[src/irq_status_pkg.sv]
// Constants, register map and carrier types of the charger and rail
// interrupt status block.
// Assumes one 10 MHz clock and a two-wire serial host on the far side.
package irq_status_pkg;

    // Register offsets on the serial interface.
    localparam logic [7:0] CHG_STATUS_OFS = 8'h01;
    localparam logic [7:0] RAIL_STATUS_OFS = 8'h02;
    localparam logic [7:0] CHG_MASK_OFS = 8'h03;
    localparam logic [7:0] RAIL_MASK_OFS = 8'h04;
    localparam logic [7:0] CHG_ACK_OFS = 8'h05;
    localparam logic [7:0] RAIL_ACK_OFS = 8'h06;

    // Reset values and read-back of an unmapped offset.
    localparam logic [7:0] STATUS_RESET = 8'h00;
    localparam logic [7:0] MASK_RESET = 8'hff;
    localparam logic [7:0] ACK_RESET = 8'h00;
    localparam logic [7:0] UNMAPPED_READ = 8'hff;

    // Field groups: edge-set bits, host-clearable bits, used rail bits.
    localparam logic [7:0] CHG_EDGE_BITS = 8'h21;
    localparam logic [7:0] CHG_HOST_CLEAR_BITS = 8'h1e;
    localparam logic [7:0] RAIL_EDGE_BITS = 8'he0;
    localparam logic [7:0] RAIL_USED_BITS = 8'hef;

    // Serial target address: six fixed upper bits, strap gives the lsb.
    localparam logic [5:0] TARGET_ADDR_HI = 6'h24;
    localparam int unsigned SYNC_DEPTH = 2;
    localparam int unsigned BYTE_BITS = 8;

    // Charger condition inputs, bit 7 first.
    typedef struct packed {
        logic usb_valid;
        logic ac_valid;
        logic thermal_suspend;
        logic term_current;
        logic taper_timeout;
        logic chg_timeout;
        logic prechg_timeout;
        logic battery_temp_fault;
    } charger_src_t;

    // Rail condition inputs, bit 6 first; status bit 4 has no source.
    typedef struct packed {
        logic pushbutton_off_request;
        logic battery_lid_input;
        logic supply_undervoltage;
        logic aux_reg2_fault;
        logic aux_reg1_fault;
        logic main_buck_fault;
        logic core_buck_fault;
    } rail_src_t;

    // Control bits that live in other registers of the same clock domain.
    typedef struct packed {
        logic aux_reg2_enable;
        logic aux_reg1_enable;
        logic core_lp_flag;
        logic low_power_mode;
    } rail_ctrl_t;

    // Serial interface phases.
    typedef enum logic [3:0] {
        SER_IDLE, SER_ADDR, SER_ACK_ADDR, SER_REG, SER_ACK_REG,
        SER_WRITE, SER_ACK_WRITE, SER_READ, SER_ACK_READ
    } ser_state_t;

endpackage

[src/charger_rail_irq_status.sv]
// Interrupt status, mask and acknowledge registers of the charger and
// supply rails, reached by a two-wire serial target on scl and sda.
// Assumes condition inputs and pins are asynchronous to clk, control bits
// of rail_ctrl come from the same clock, and scl runs at 400 kHz at most.
module charger_rail_irq_status
    import irq_status_pkg::*;
#(
    parameter int unsigned SYNC_STAGES = irq_status_pkg::SYNC_DEPTH
) (
    // Clock and reset.
    input  wire logic                         clk,
    input  wire logic                         rst_n,
    // Serial interface pins; sda is open drain.
    input  wire logic                         scl_in,
    input  wire logic                         sda_in,
    output logic                              sda_out,
    output logic                              sda_oe,
    input  wire logic                         addr_lsb_strap,
    // Condition sources.
    input  wire irq_status_pkg::charger_src_t charger_src,
    input  wire irq_status_pkg::rail_src_t    rail_src,
    input  wire irq_status_pkg::rail_ctrl_t   rail_ctrl,
    // Charger reset request, one cycle.
    output logic                              charger_reset,
    // Open-drain interrupt pin, active low.
    output logic                              irq_n_out,
    output logic                              irq_oe
);
    import irq_status_pkg::*;

    localparam int unsigned SYNC_W = 18;
    // Chain reset value: scl and sda idle high, all source bits low.
    localparam logic [SYNC_W-1:0] SYNC_IDLE = {2'b11, 16'h0000};

    // Fewer than two stages would let metastability reach the logic.
    if (SYNC_STAGES < 2) begin : g_bad_sync
        $error("SYNC_STAGES must be at least 2.");
    end

    // Synchroniser chain and its decoded taps.
    logic [SYNC_W-1:0] sync_q [SYNC_STAGES];
    logic [SYNC_W-1:0] synced;
    logic [SYNC_W-1:0] synced_prev;
    logic              scl_s;
    logic              sda_s;
    logic              strap_s;
    logic [7:0]        chg_src_s;
    logic [7:0]        rail_src_s;
    // Rising edges of the synchronised sources.
    logic [7:0]        chg_rise;
    logic [7:0]        rail_rise;
    // Registers that the host can read.
    logic [7:0]        charge_event_status;
    logic [7:0]        rail_event_status;
    logic [7:0]        charge_event_mask;
    logic [7:0]        rail_event_mask;
    logic [7:0]        charge_event_ack;
    logic [7:0]        rail_event_ack;
    // Internal state behind the status bits.
    logic [7:0]        chg_edge_q;
    logic [7:0]        rail_edge_q;
    logic [7:0]        host_cleared;
    logic [7:0]        chg_level;
    logic [7:0]        rail_level;
    logic [7:0]        next_chg_ack;
    logic [7:0]        next_rail_ack;
    // Serial target state.
    ser_state_t        ser_state;
    logic [7:0]        shift_in;
    logic [7:0]        shift_out;
    logic [3:0]        bit_cnt;
    logic [7:0]        reg_ptr;
    logic              read_dir;
    logic              master_ack;
    // Serial events and strobes, one cycle each; pending is the interrupt level.
    logic              scl_rise;
    logic              scl_fall;
    logic              start_seen;
    logic              stop_seen;
    logic              load_read;
    logic              wr_strobe;
    logic              pending;

    // Returns the value a host read of an offset shows.
    function automatic logic [7:0] read_value(input logic [7:0] ofs);
        unique case (ofs)
            CHG_STATUS_OFS:  read_value = charge_event_status;
            RAIL_STATUS_OFS: read_value = rail_event_status;
            CHG_MASK_OFS:    read_value = charge_event_mask;
            RAIL_MASK_OFS:   read_value = rail_event_mask;
            CHG_ACK_OFS:     read_value = charge_event_ack;
            RAIL_ACK_OFS:    read_value = rail_event_ack;
            default:         read_value = UNMAPPED_READ;
        endcase
    endfunction

    // Synchroniser chain of SYNC_STAGES stages for every asynchronous input.
    generate
        for (genvar s = 0; s < SYNC_STAGES; s++) begin : g_sync
            if (s == 0) begin : g_first
                // The first stage alone samples the pins.
                always_ff @(posedge clk) begin
                    if (!rst_n) begin
                        sync_q[s] <= SYNC_IDLE;
                    end else begin
                        sync_q[s] <= {scl_in, sda_in, addr_lsb_strap,
                                      charger_src, rail_src};
                    end
                end
            end else begin : g_next
                // Later stages only copy the stage before them.
                always_ff @(posedge clk) begin
                    if (!rst_n) begin
                        sync_q[s] <= SYNC_IDLE;
                    end else begin
                        sync_q[s] <= sync_q[s-1];
                    end
                end
            end
        end
    endgenerate

    assign synced     = sync_q[SYNC_STAGES-1];
    assign scl_s      = synced[17];
    assign sda_s      = synced[16];
    assign strap_s    = synced[15];
    assign chg_src_s  = synced[14:7];
    // Lid bit is set while the pin is low; bit 4 has no source.
    assign rail_src_s = {synced[6], ~synced[5], synced[4], 1'b0,
                         synced[3:0]};

    // Previous synchronised values, for edge detection.
    always_ff @(posedge clk) begin
        if (!rst_n) begin
            synced_prev <= SYNC_IDLE;
        end else begin
            synced_prev <= synced;
        end
    end

    assign scl_rise   = scl_s & ~synced_prev[17];
    assign scl_fall   = ~scl_s & synced_prev[17];
    assign start_seen = scl_s & synced_prev[17] & ~sda_s & synced_prev[16];
    assign stop_seen  = scl_s & synced_prev[17] & sda_s & ~synced_prev[16];
    assign chg_rise   = chg_src_s & ~synced_prev[14:7];
    assign rail_rise  = rail_src_s & ~{synced_prev[6], ~synced_prev[5],
                                       synced_prev[4], 1'b0,
                                       synced_prev[3:0]};

    // Edge-set charger and rail bits; a new edge wins over the clear.
    // An acknowledge alone never clears a bit whose source is still high.
    always_ff @(posedge clk) begin
        if (!rst_n) begin
            chg_edge_q  <= STATUS_RESET;
            rail_edge_q <= STATUS_RESET;
        end else begin
            chg_edge_q  <= CHG_EDGE_BITS & (chg_rise |
                (chg_edge_q & ~(~chg_src_s & charge_event_ack)));
            rail_edge_q <= RAIL_EDGE_BITS & (rail_rise |
                (rail_edge_q & ~(~rail_src_s & rail_event_ack)));
        end
    end

    // Host clears of charger bits 4..1 hold the bit low until the source
    // drops, so a charger still reporting the old condition is not
    // reported twice.
    always_ff @(posedge clk) begin
        if (!rst_n) begin
            host_cleared  <= 8'h00;
            charger_reset <= 1'b0;
        end else begin
            host_cleared  <= (host_cleared & chg_src_s) |
                ((wr_strobe && reg_ptr == CHG_STATUS_OFS) ?
                 (CHG_HOST_CLEAR_BITS & charge_event_status & ~shift_in) :
                 8'h00);
            charger_reset <= wr_strobe && reg_ptr == CHG_STATUS_OFS &&
                |(CHG_HOST_CLEAR_BITS & charge_event_status & ~shift_in);
        end
    end

    // Level bits follow sources; aux bits need their enables, core_lp_flag and low_power_mode also set rail bit 0.
    assign chg_level = ~CHG_EDGE_BITS & chg_src_s & ~host_cleared;
    assign rail_level = {4'h0,
        rail_src_s[3] & rail_ctrl.aux_reg2_enable,
        rail_src_s[2] & rail_ctrl.aux_reg1_enable,
        rail_src_s[1],
        rail_src_s[0] | (rail_ctrl.core_lp_flag &
                         rail_ctrl.low_power_mode)};

    // Status registers as seen by the host.
    // One flop of lag keeps the read latch and acknowledge in step.
    always_ff @(posedge clk) begin
        if (!rst_n) begin
            charge_event_status <= STATUS_RESET;
            rail_event_status   <= STATUS_RESET;
        end else begin
            charge_event_status <= chg_edge_q | chg_level;
            rail_event_status   <= RAIL_USED_BITS &
                                   (rail_edge_q | rail_level);
        end
    end

    // Acknowledge set by a status read, cleared with the status bit.
    // A set and a clear in one cycle leave the bit set only while the
    // status bit is still one.
    always_comb begin
        next_chg_ack  = charge_event_ack;
        next_rail_ack = rail_event_ack;
        if (load_read && reg_ptr == CHG_STATUS_OFS) begin
            next_chg_ack = charge_event_ack | charge_event_status;
        end
        if (load_read && reg_ptr == RAIL_STATUS_OFS) begin
            next_rail_ack = rail_event_ack | rail_event_status;
        end
        next_chg_ack  = next_chg_ack & charge_event_status;
        next_rail_ack = next_rail_ack & rail_event_status;
    end

    // Acknowledge flops; rail bit 4 never holds one.
    always_ff @(posedge clk) begin
        if (!rst_n) begin
            charge_event_ack <= ACK_RESET;
            rail_event_ack   <= ACK_RESET;
        end else begin
            charge_event_ack <= next_chg_ack;
            rail_event_ack   <= next_rail_ack & RAIL_USED_BITS;
        end
    end

    // Mask registers, written by the host.
    always_ff @(posedge clk) begin
        if (!rst_n) begin
            charge_event_mask <= MASK_RESET;
            rail_event_mask   <= MASK_RESET;
        end else if (wr_strobe) begin
            if (reg_ptr == CHG_MASK_OFS) begin
                charge_event_mask <= shift_in;
            end
            if (reg_ptr == RAIL_MASK_OFS) begin
                rail_event_mask <= shift_in;
            end
        end
    end

    // Interrupt pin low while any bit is set, unmasked and unacknowledged.
    assign pending =
        |(charge_event_status & ~charge_event_mask & ~charge_event_ack) |
        |(rail_event_status & ~rail_event_mask & ~rail_event_ack);

    // Registered so the pin cannot glitch while status settles.
    always_ff @(posedge clk) begin
        if (!rst_n) begin
            irq_oe <= 1'b0;
        end else begin
            irq_oe <= pending;
        end
    end

    // Open drain: only the enable moves, the value stays low.
    assign irq_n_out = 1'b0;

    // Serial target: bits sampled on scl rise, sda changed on scl fall.
    // A read latches at the fall that ends the acknowledge before data;
    // a write lands at the fall that opens the data acknowledge.
    assign load_read = scl_fall && !start_seen && !stop_seen &&
        ((ser_state == SER_ACK_ADDR && read_dir) ||
         (ser_state == SER_ACK_READ && master_ack));
    assign wr_strobe = scl_fall && !start_seen && !stop_seen &&
        ser_state == SER_WRITE && bit_cnt == 4'(BYTE_BITS);

    // Phase machine; a START or STOP wins over any bit edge.
    always_ff @(posedge clk) begin
        if (!rst_n) begin
            ser_state  <= SER_IDLE;
            shift_in   <= 8'h00;
            shift_out  <= 8'hff;
            bit_cnt    <= 4'h0;
            reg_ptr    <= 8'h00;
            read_dir   <= 1'b0;
            master_ack <= 1'b0;
        end else if (start_seen) begin
            ser_state <= SER_ADDR;
            bit_cnt   <= 4'h0;
        end else if (stop_seen) begin
            ser_state <= SER_IDLE;
        end else if (scl_rise) begin
            unique case (ser_state)
                SER_ADDR, SER_REG, SER_WRITE: begin
                    shift_in <= {shift_in[6:0], sda_s};
                    bit_cnt  <= bit_cnt + 4'h1;
                end
                SER_READ: begin
                    bit_cnt <= bit_cnt + 4'h1;
                end
                SER_ACK_READ: begin
                    master_ack <= ~sda_s;
                end
                default: begin
                end
            endcase
        end else if (scl_fall) begin
            unique case (ser_state)
                SER_ADDR: begin
                    if (bit_cnt == 4'(BYTE_BITS)) begin
                        bit_cnt  <= 4'h0;
                        read_dir <= shift_in[0];
                        if (shift_in[7:1] == {TARGET_ADDR_HI, strap_s}) begin
                            ser_state <= SER_ACK_ADDR;
                        end else begin
                            ser_state <= SER_IDLE;
                        end
                    end
                end
                SER_ACK_ADDR: begin
                    if (read_dir) begin
                        // Latch before shifting so no event is lost.
                        shift_out <= read_value(reg_ptr);
                        ser_state <= SER_READ;
                    end else begin
                        ser_state <= SER_REG;
                    end
                end
                SER_REG: begin
                    if (bit_cnt == 4'(BYTE_BITS)) begin
                        reg_ptr   <= shift_in;
                        bit_cnt   <= 4'h0;
                        ser_state <= SER_ACK_REG;
                    end
                end
                SER_ACK_REG, SER_ACK_WRITE: begin
                    ser_state <= SER_WRITE;
                end
                SER_WRITE: begin
                    if (bit_cnt == 4'(BYTE_BITS)) begin
                        bit_cnt   <= 4'h0;
                        ser_state <= SER_ACK_WRITE;
                    end
                end
                SER_READ: begin
                    if (bit_cnt == 4'(BYTE_BITS)) begin
                        bit_cnt   <= 4'h0;
                        ser_state <= SER_ACK_READ;
                    end else begin
                        shift_out <= {shift_out[6:0], 1'b1};
                    end
                end
                SER_ACK_READ: begin
                    if (master_ack) begin
                        shift_out <= read_value(reg_ptr);
                        ser_state <= SER_READ;
                    end else begin
                        ser_state <= SER_IDLE;
                    end
                end
                SER_IDLE: begin
                end
            endcase
        end
    end

    // Pull sda low for acknowledges and for zero bits of read data.
    // One bits are released so that the host pull-up sets them.
    assign sda_out = 1'b0;
    assign sda_oe  = (ser_state == SER_ACK_ADDR) ||
                     (ser_state == SER_ACK_REG) ||
                     (ser_state == SER_ACK_WRITE) ||
                     (ser_state == SER_READ && !shift_out[7]);

endmodule

[config.mk]
export PLATFORM = sky130hd
export DESIGN_NAME = charger_rail_irq_status
export DESIGN_NICKNAME = d
export VERILOG_FILES = /design/src/irq_status_pkg.sv /design/src/charger_rail_irq_status.sv
export SDC_FILE = /design/constraint.sdc
export NUM_CORES = 1
export LEC_CHECK = 0
export ABC_AREA = 0
export ABC_CLOCK_PERIOD_IN_PS = 3500
export BUFFER_PORTS_ARGS = -buffer_cell sky130_fd_sc_hd__buf_4
export CORE_AREA = 2 2 104 106
export CTS_CLUSTER_DIAMETER = 50
export DETAILED_ROUTE_END_ITERATION = 10
export DIE_AREA = 0 0 106 108
export GPL_TIMING_DRIVEN = 0
export PLACE_DENSITY = 0.71
export SYNTH_ARGS = -nofsm -noshare
export SYNTH_HDL_FRONTEND = slang
export SYNTH_SLANG_ARGS = --single-unit
[constraint.sdc]
create_clock -name clk -period 3.5 [get_ports clk]
set_clock_uncertainty 0.1 [all_clocks]
set_input_delay 0.7 -clock clk [delete_from_list [all_inputs] [get_ports clk]]
set_output_delay 0.7 -clock clk [all_outputs]
set_load 0.03 [all_outputs]
==> results of run 1 <==
path summary, 6_finish.rpt:
check	depth (start not counted)	slack [ps]	end
hold / removal	2	250	sync_q[0][16]$_SDFF_PN1_
hold reg to reg	1	310	charge_event_status[6]$_SDFF_PN0_
setup / recovery	5	880	sda_oe
setup reg to reg	6	1000	rail_event_ack[6]$_SDFF_PN0_
cell families (layout without fill, tap and decap cells):
kind of cell | count (synthesis) | after routing | synth area share, %
xor gates and xnor gates | 4 | 4 | 0.632
adders and majority gates | 6 | 6 | 1.35
muxes | 42 | 42 | 7.86
and+or+nand+nor | 237 | 237 | 23.9
DFF | 136 | 136 | 49.1
other | 1 | 2 | 0.0677
AOI/OAI and AO/OA | 101 | 101 | 13.6
buffers and inverters | 47 | 104 | 3.46
cell usage after synthesis, types with 7 or more instances:
| cell | instances | area share [%] |
|---|---|---|
| and2_1 | 47 | 5.3 |
| inv_1 | 12 | 0.81 |
| nand2_1 | 55 | 3.7 |
| a22oi_1 | 7 | 0.95 |
| dfxtp_1 | 136 | 49 |
| o311ai_1 | 7 | 1.1 |
| o21ai_0 | 21 | 1.9 |
| mux2i_1 | 30 | 5.4 |
| mux2_2 | 12 | 2.4 |
| nor2b_1 | 14 | 1.6 |
| nor2_1 | 45 | 3.0 |
| a21oi_1 | 8 | 0.72 |
| clkbuf_1 | 21 | 1.4 |
| o221ai_1 | 7 | 1.1 |
| nand4_1 | 8 | 0.90 |
| nand2b_1 | 16 | 1.8 |
| nand3_1 | 16 | 1.4 |
| o211a_1 | 15 | 2.7 |
worst max-delay path: stages (launching register included):
cell and delay, ps:
dfxtp_1 380, clkbuf_1 350, o21ai_0 150, a2bb2oi_1 170
nor2_1 50, buf_4 180
flip-flops by register name (all words and copies together), names as in the netlist:
name / count
sync_q: 36
charge_event_ack: 8
charge_event_mask: 8
charge_event_status: 8
rail_event_mask: 8
reg_ptr: 8
shift_in: 8
shift_out: 8
synced_prev: 8
rail_event_ack: 7
host_cleared: 6
rail_event_status: 6
bit_cnt: 4
ser_state: 4
rail_edge_q: 3
chg_edge_q: 2
charger_reset: 1
irq_oe: 1
master_ack: 1
read_dir: 1
cell type report:
class	count	area (um^2)	share of cell area, %
Sequential cell	136	2720	41.6
Tap cell	136	170	2.60
Multi-Input combinational cell	392	2630	40.1
Clock buffer	17	414	6.32
Clock inverter	15	236	3.61
Timing Repair Buffer	25	188	2.86
Inverter	12	45.0	0.687
Buffer	35	146	2.23
placed cells by master, fill, tap and decap left out, types with 12 or more instances in the layout:
cell	count
and2_1	47
buf_4	27
clkbuf_1	21
clkbuf_16	16
dfxtp_1	136
inv_1	12
mux2_2	12
mux2i_1	30
nand2_1	55
nand2b_1	16
nand3_1	16
nor2_1	45
nor2b_1	14
o211a_1	15
o21ai_0	21
where the power goes:
part | internal [mW] | leakage (nW) | switching [mW] | total [mW]
clock network | 1.25 | 0.314 | 0.721 | 1.97
logic | 0.0491 | 1.34 | 0.0636 | 0.113
registers | 1.58 | 1.11 | 0.0163 | 1.60
total | 2.88 | 2.76 | 0.800 | 3.68
routing by layer:
metal,GRT usage [%],vias to the layer above
met5,0,-
met4,13.6,0
met3,6.81,43
met2,41.2,182
met1,30.0,2065
li1,-,2109
==> metrics.md, run 1 <==
| Metric | Value |
|---|---|
| Finished Layout Cells | 768 |
| Clk_lat worst skew | 540 ps |
| Warnings from Yosys | 0 |
| Io pins | 29 |
| Power per cell area | 561 mW/mm^2 |
| Critical path type | flop to output pin |
| Seq/Total Area, Yosys | 49.1% |
| Core area | 0.0102 mm^2 |
| Number of setup buffers added after CTS | 0 |
| Final instance area | 0.00655 mm^2 |
| Fmax | 382 MHz |
| TritonCTS clock tree | done |
| Share of cells above drive strength 1 | 14.1% |
| Fin crit period | 2620 ps |
| Area growth syn-to-layout | 18.3% |
| DR vias | 4399 |
| Nets | 649 |
| Highest metal used | met4 |
| Final WL | 13300 um |
| Setup WS pre-CTS | 1100 ps |
| DR vias/cell | 5.73 |
| Worst IR drop on VDD | 0.654 mV |
| Routed length on met2 | 6240 um |
| Final Hold Slack | 248 ps |
| Number of DRC markers in iteration 0 | 348 |
| Netlist cell types | 60 |
| Worst EP required | 2700 ps |
| Die span in x | 106 um |
| Crit. End Element | output pin |
| CTS Buf Count | 17 |
| Total grt overflow | 0 |
| Final WS setup | 885 ps |
| Clock buffer depth | 2 |
| Remaining antenna violation count | 0 |
| Final core utilization | 64.0% |
| WL/cell | 17.3 um |
| Met1 WL | 5670 um |
| Status | completed |
| DRC | 0 |
| Start point of the worst hold path | sda_in |
| Die H | 108 um |
| Root Buffer | clkbuf_8 |
| Die Area | 0.0114 mm^2 |
| Initial DRT Pass Iterations | 6 |
| Slew HR | 26.5% |
| Clock sink count | 136 |
| Synth Register Bits | 136 |
| Mapped cell area | 0.00554 mm^2 |
| Overall power | 3.68 mW |
| Buffers added on ports | 25 |
| Worst EP arrival | 1820 ps |
| GP Congestion | 0.936 |
| # fillers | 837 |
| EDFF count, synth | 0 |
| Final setup viols | 0 |
| Number of core rows | 37 |
| Start of the worst register-to-register path | sync_q[1][16]$_SDFF_PN1_ |
| Max-slew violations | 0 |
| # diodes | 0 |
| Cts repair resizes | 0 |
| Setup TNS | 0 ps |
| H-tree Lvls | 4 |
| Startpoint types | flop |
| Least-Margin Pin Slew | 1090 ps |
| Mapped Cells | 574 |
| Inst Count DP | 736 |
| Worst min-delay path class | input port to flop |
| Main synth FF type | dfxtp_1 |
| Hold Buf Count CTS | 0 |
| Crit. Startpoint | ser_state[0]$_SDFFE_PN0P_ |
| Initial antenna violation count | 0 |
| Max Cap Violations | 0 |
| RSZ-0062 raised after global routing | false |
| CTS clock-pin slew for the worst setup and hold paths | 60 ps |
| Largest net degree at the start of global routing | 17 |
| Placed inst area | 0.00590 mm^2 |
| Vias in the first global route | 4174 |
| Initial Utilization | 54.2% |
| Total track usage | 25.0% |
| Ys async rst share | 0% |
| Crit path max fanout | 10 |
| Met3 wire length | 937 um |
| Final hold violation count | 0 |
| First-pass GRT wire length | 21600 um |
| DP HPWL | 9040 um |
| Mean Syn Cell Area | 9.65 um^2 |
| Final worst path period share | 74.7% |
| Static leakage | 2.76 nW |
(Power assumes the default switching activity.)
==> run 2: changes to the inputs <==
- ABC_CLOCK_PERIOD_IN_PS: 3500 -> 2550
- clock period: 3.5 -> 2.55 ns (I/O delays scaled with it)
==> metrics.md, run 2 (synthesis gave the netlist of run 1 again) <==
| Metric | Value |
|---|---|
| Clk_lat worst skew | 530 ps (about the same) |
| Io pins | 29 (unchanged) |
| First-pass GRT wire length | 21600 um (unchanged) |
| Die Area | 0.0114 mm^2 (unchanged) |
| RSZ-0062 raised after global routing | false |
| Die H | 108 um (unchanged) |
| H-tree Lvls | 4 (unchanged) |
| GP Congestion | 0.936 (unchanged) |
| DRC | 0 (unchanged) |
| Worst EP arrival | 1810 ps (about the same) |
| Area growth syn-to-layout | 18.4% (about the same) |
| DR vias/cell | 5.71 (-0.30%) |
| Vias in the first global route | 4174 (unchanged) |
| WL/cell | 17.2 um (-0.64%) |
| Max-slew violations | 0 (unchanged) |
| Final setup viols | 0 (unchanged) |
| Fmax | 413 MHz |
| Nets | 648 (-0.15%) |
| Worst IR drop on VDD | 0.898 mV (+37%) |
| Hold depth | 2 (unchanged) |
| Fin crit period | 2420 ps |
| Final WL | 13200 um (-0.77%) |
| Remaining antenna violation count | 0 (unchanged) |
| Static leakage | 2.76 nW (about the same) |
| Largest reg by FF count | sync_q |
| Clock buffer depth | 2 (unchanged) |
| Core area | 0.0102 mm^2 (unchanged) |
| Worst EP required | 1940 ps (-760 ps) |
| Reg2reg path depth | 6 (unchanged) |
| Least-Margin Pin Slew | 876 ps (-218 ps) |
| TritonCTS clock tree | done |
| Largest net degree at the start of global routing | 17 (unchanged) |
| Max FFs per register | 36 (unchanged) |
| Startpoint types | flop |
| Number of DRC markers in iteration 0 | 326 (-6.3%) |
| Die span in x | 106 um (unchanged) |
| DP HPWL | 9040 um (unchanged) |
| Critical path type | flop to output pin |
| Hold Buf Count CTS | 0 (unchanged) |
| Share of cells above drive strength 1 | 14.1% (+0.022 points) |
| Cts repair resizes | 0 (unchanged) |
| Total grt overflow | 0 (unchanged) |
| Leading cell type in the layout, fill and taps excluded | dfxtp_1 |
| Buffers added on ports | 25 (unchanged) |
| Overall power | 5.05 mW (+37%) |
| Slew HR | 40.8% (+14 points) |
| Initial DRT Pass Iterations | 5 (-1) |
| CTS clock-pin slew for the worst setup and hold paths | 60 ps (about the same) |
| Setup TNS | 0 ps (unchanged) |
| Worst min-delay path class | input port to flop |
| Final worst path period share | 95.0% |
| Power per cell area | 770 mW/mm^2 (+37%) |
| Most frequent cells in the layout | dfxtp_1, nand2_1, and2_1 |
| Crit path max fanout | 10 (unchanged) |
| Number of core rows | 37 (unchanged) |
| DR vias | 4380 (-0.43%) |
| Initial antenna violation count | 0 (unchanged) |
| Total track usage | 25.0% (unchanged) |
| # diodes | 0 (unchanged) |
| Status | completed |
| Number of setup buffers added after CTS | 0 (unchanged) |
| Root Buffer | clkbuf_8 |
| CTS Buf Count | 17 (unchanged) |
| Crit. End Element | output pin |
| Max Cap Violations | 0 (unchanged) |
| Clock sink count | 136 (unchanged) |
| Initial Utilization | 54.2% (unchanged) |
| Final hold violation count | 0 (unchanged) |
==> run 2: power by group <==
group | switching (mW) | total, mW | internal, mW
clock | 0.989 | 2.70 | 1.71
sequential | 0.0221 | 2.19 | 2.17
combinational | 0.0869 | 0.154 | 0.0673
==> run 2: worst paths after layout <==
path | slack, ps | to | start
worst max register to register | 200 | ser_state[1]$_SDFFE_PP0P_ | ser_state[3]$_SDFFE_PP0P_
worst max-delay path | 130 | sda_oe | ser_state[0]$_SDFFE_PN0P_
worst min register to register | 300 | sync_q[1][16]$_SDFF_PN1_ | sync_q[0][16]$_SDFF_PN1_
worst min-delay path | 60 | sync_q[0][17]$_SDFF_PN1_ | scl_in
==> run 2: stage by stage <==
step	util, %	instance area [um^2]	setup slack [ps]	hold WS (ps)	std cells
floorplan	-	5540	561	282	575
global placement	57.7	5900	187	289	736
detailed placement	57.7	5900	151	293	736
CTS	64.0	6550	112	43.1	768
global route	64.1	6560	20.2	45.1	767
finish	64.1	6560	126	58.9	767
==> run 2: area by class of cell <==
cell class | instances | area, um^2
Fill cell | 839 | 3670
Sequential cell | 136 | 2720
Multi-Input combinational cell | 392 | 2640
Clock buffer | 17 | 414
Clock inverter | 15 | 236
Timing Repair Buffer | 25 | 188
Tap cell | 136 | 170
Buffer | 34 | 143
Inverter | 12 | 45.0
==> run 2: worst max-delay path: stages, from the launching register on <==
cell	delay [ps]
dfxtp_1	380
clkbuf_1	350
o21ai_0	150
a2bb2oi_1	170
nor2_1	50
buf_4	180
==> run 2: layer usage <==
layer | vias up | part of all wire (%) | wire [um] | global-route usage (%)
li1 | 2106 | - | - | -
met1 | 2075 | 44 | 5770 | 30.0
met2 | 155 | 47 | 6230 | 41.2
met3 | 44 | 5.9 | 776 | 6.81
met4 | 0 | 2.9 | 384 | 13.6
met5 | - | 0 | 0 | 0
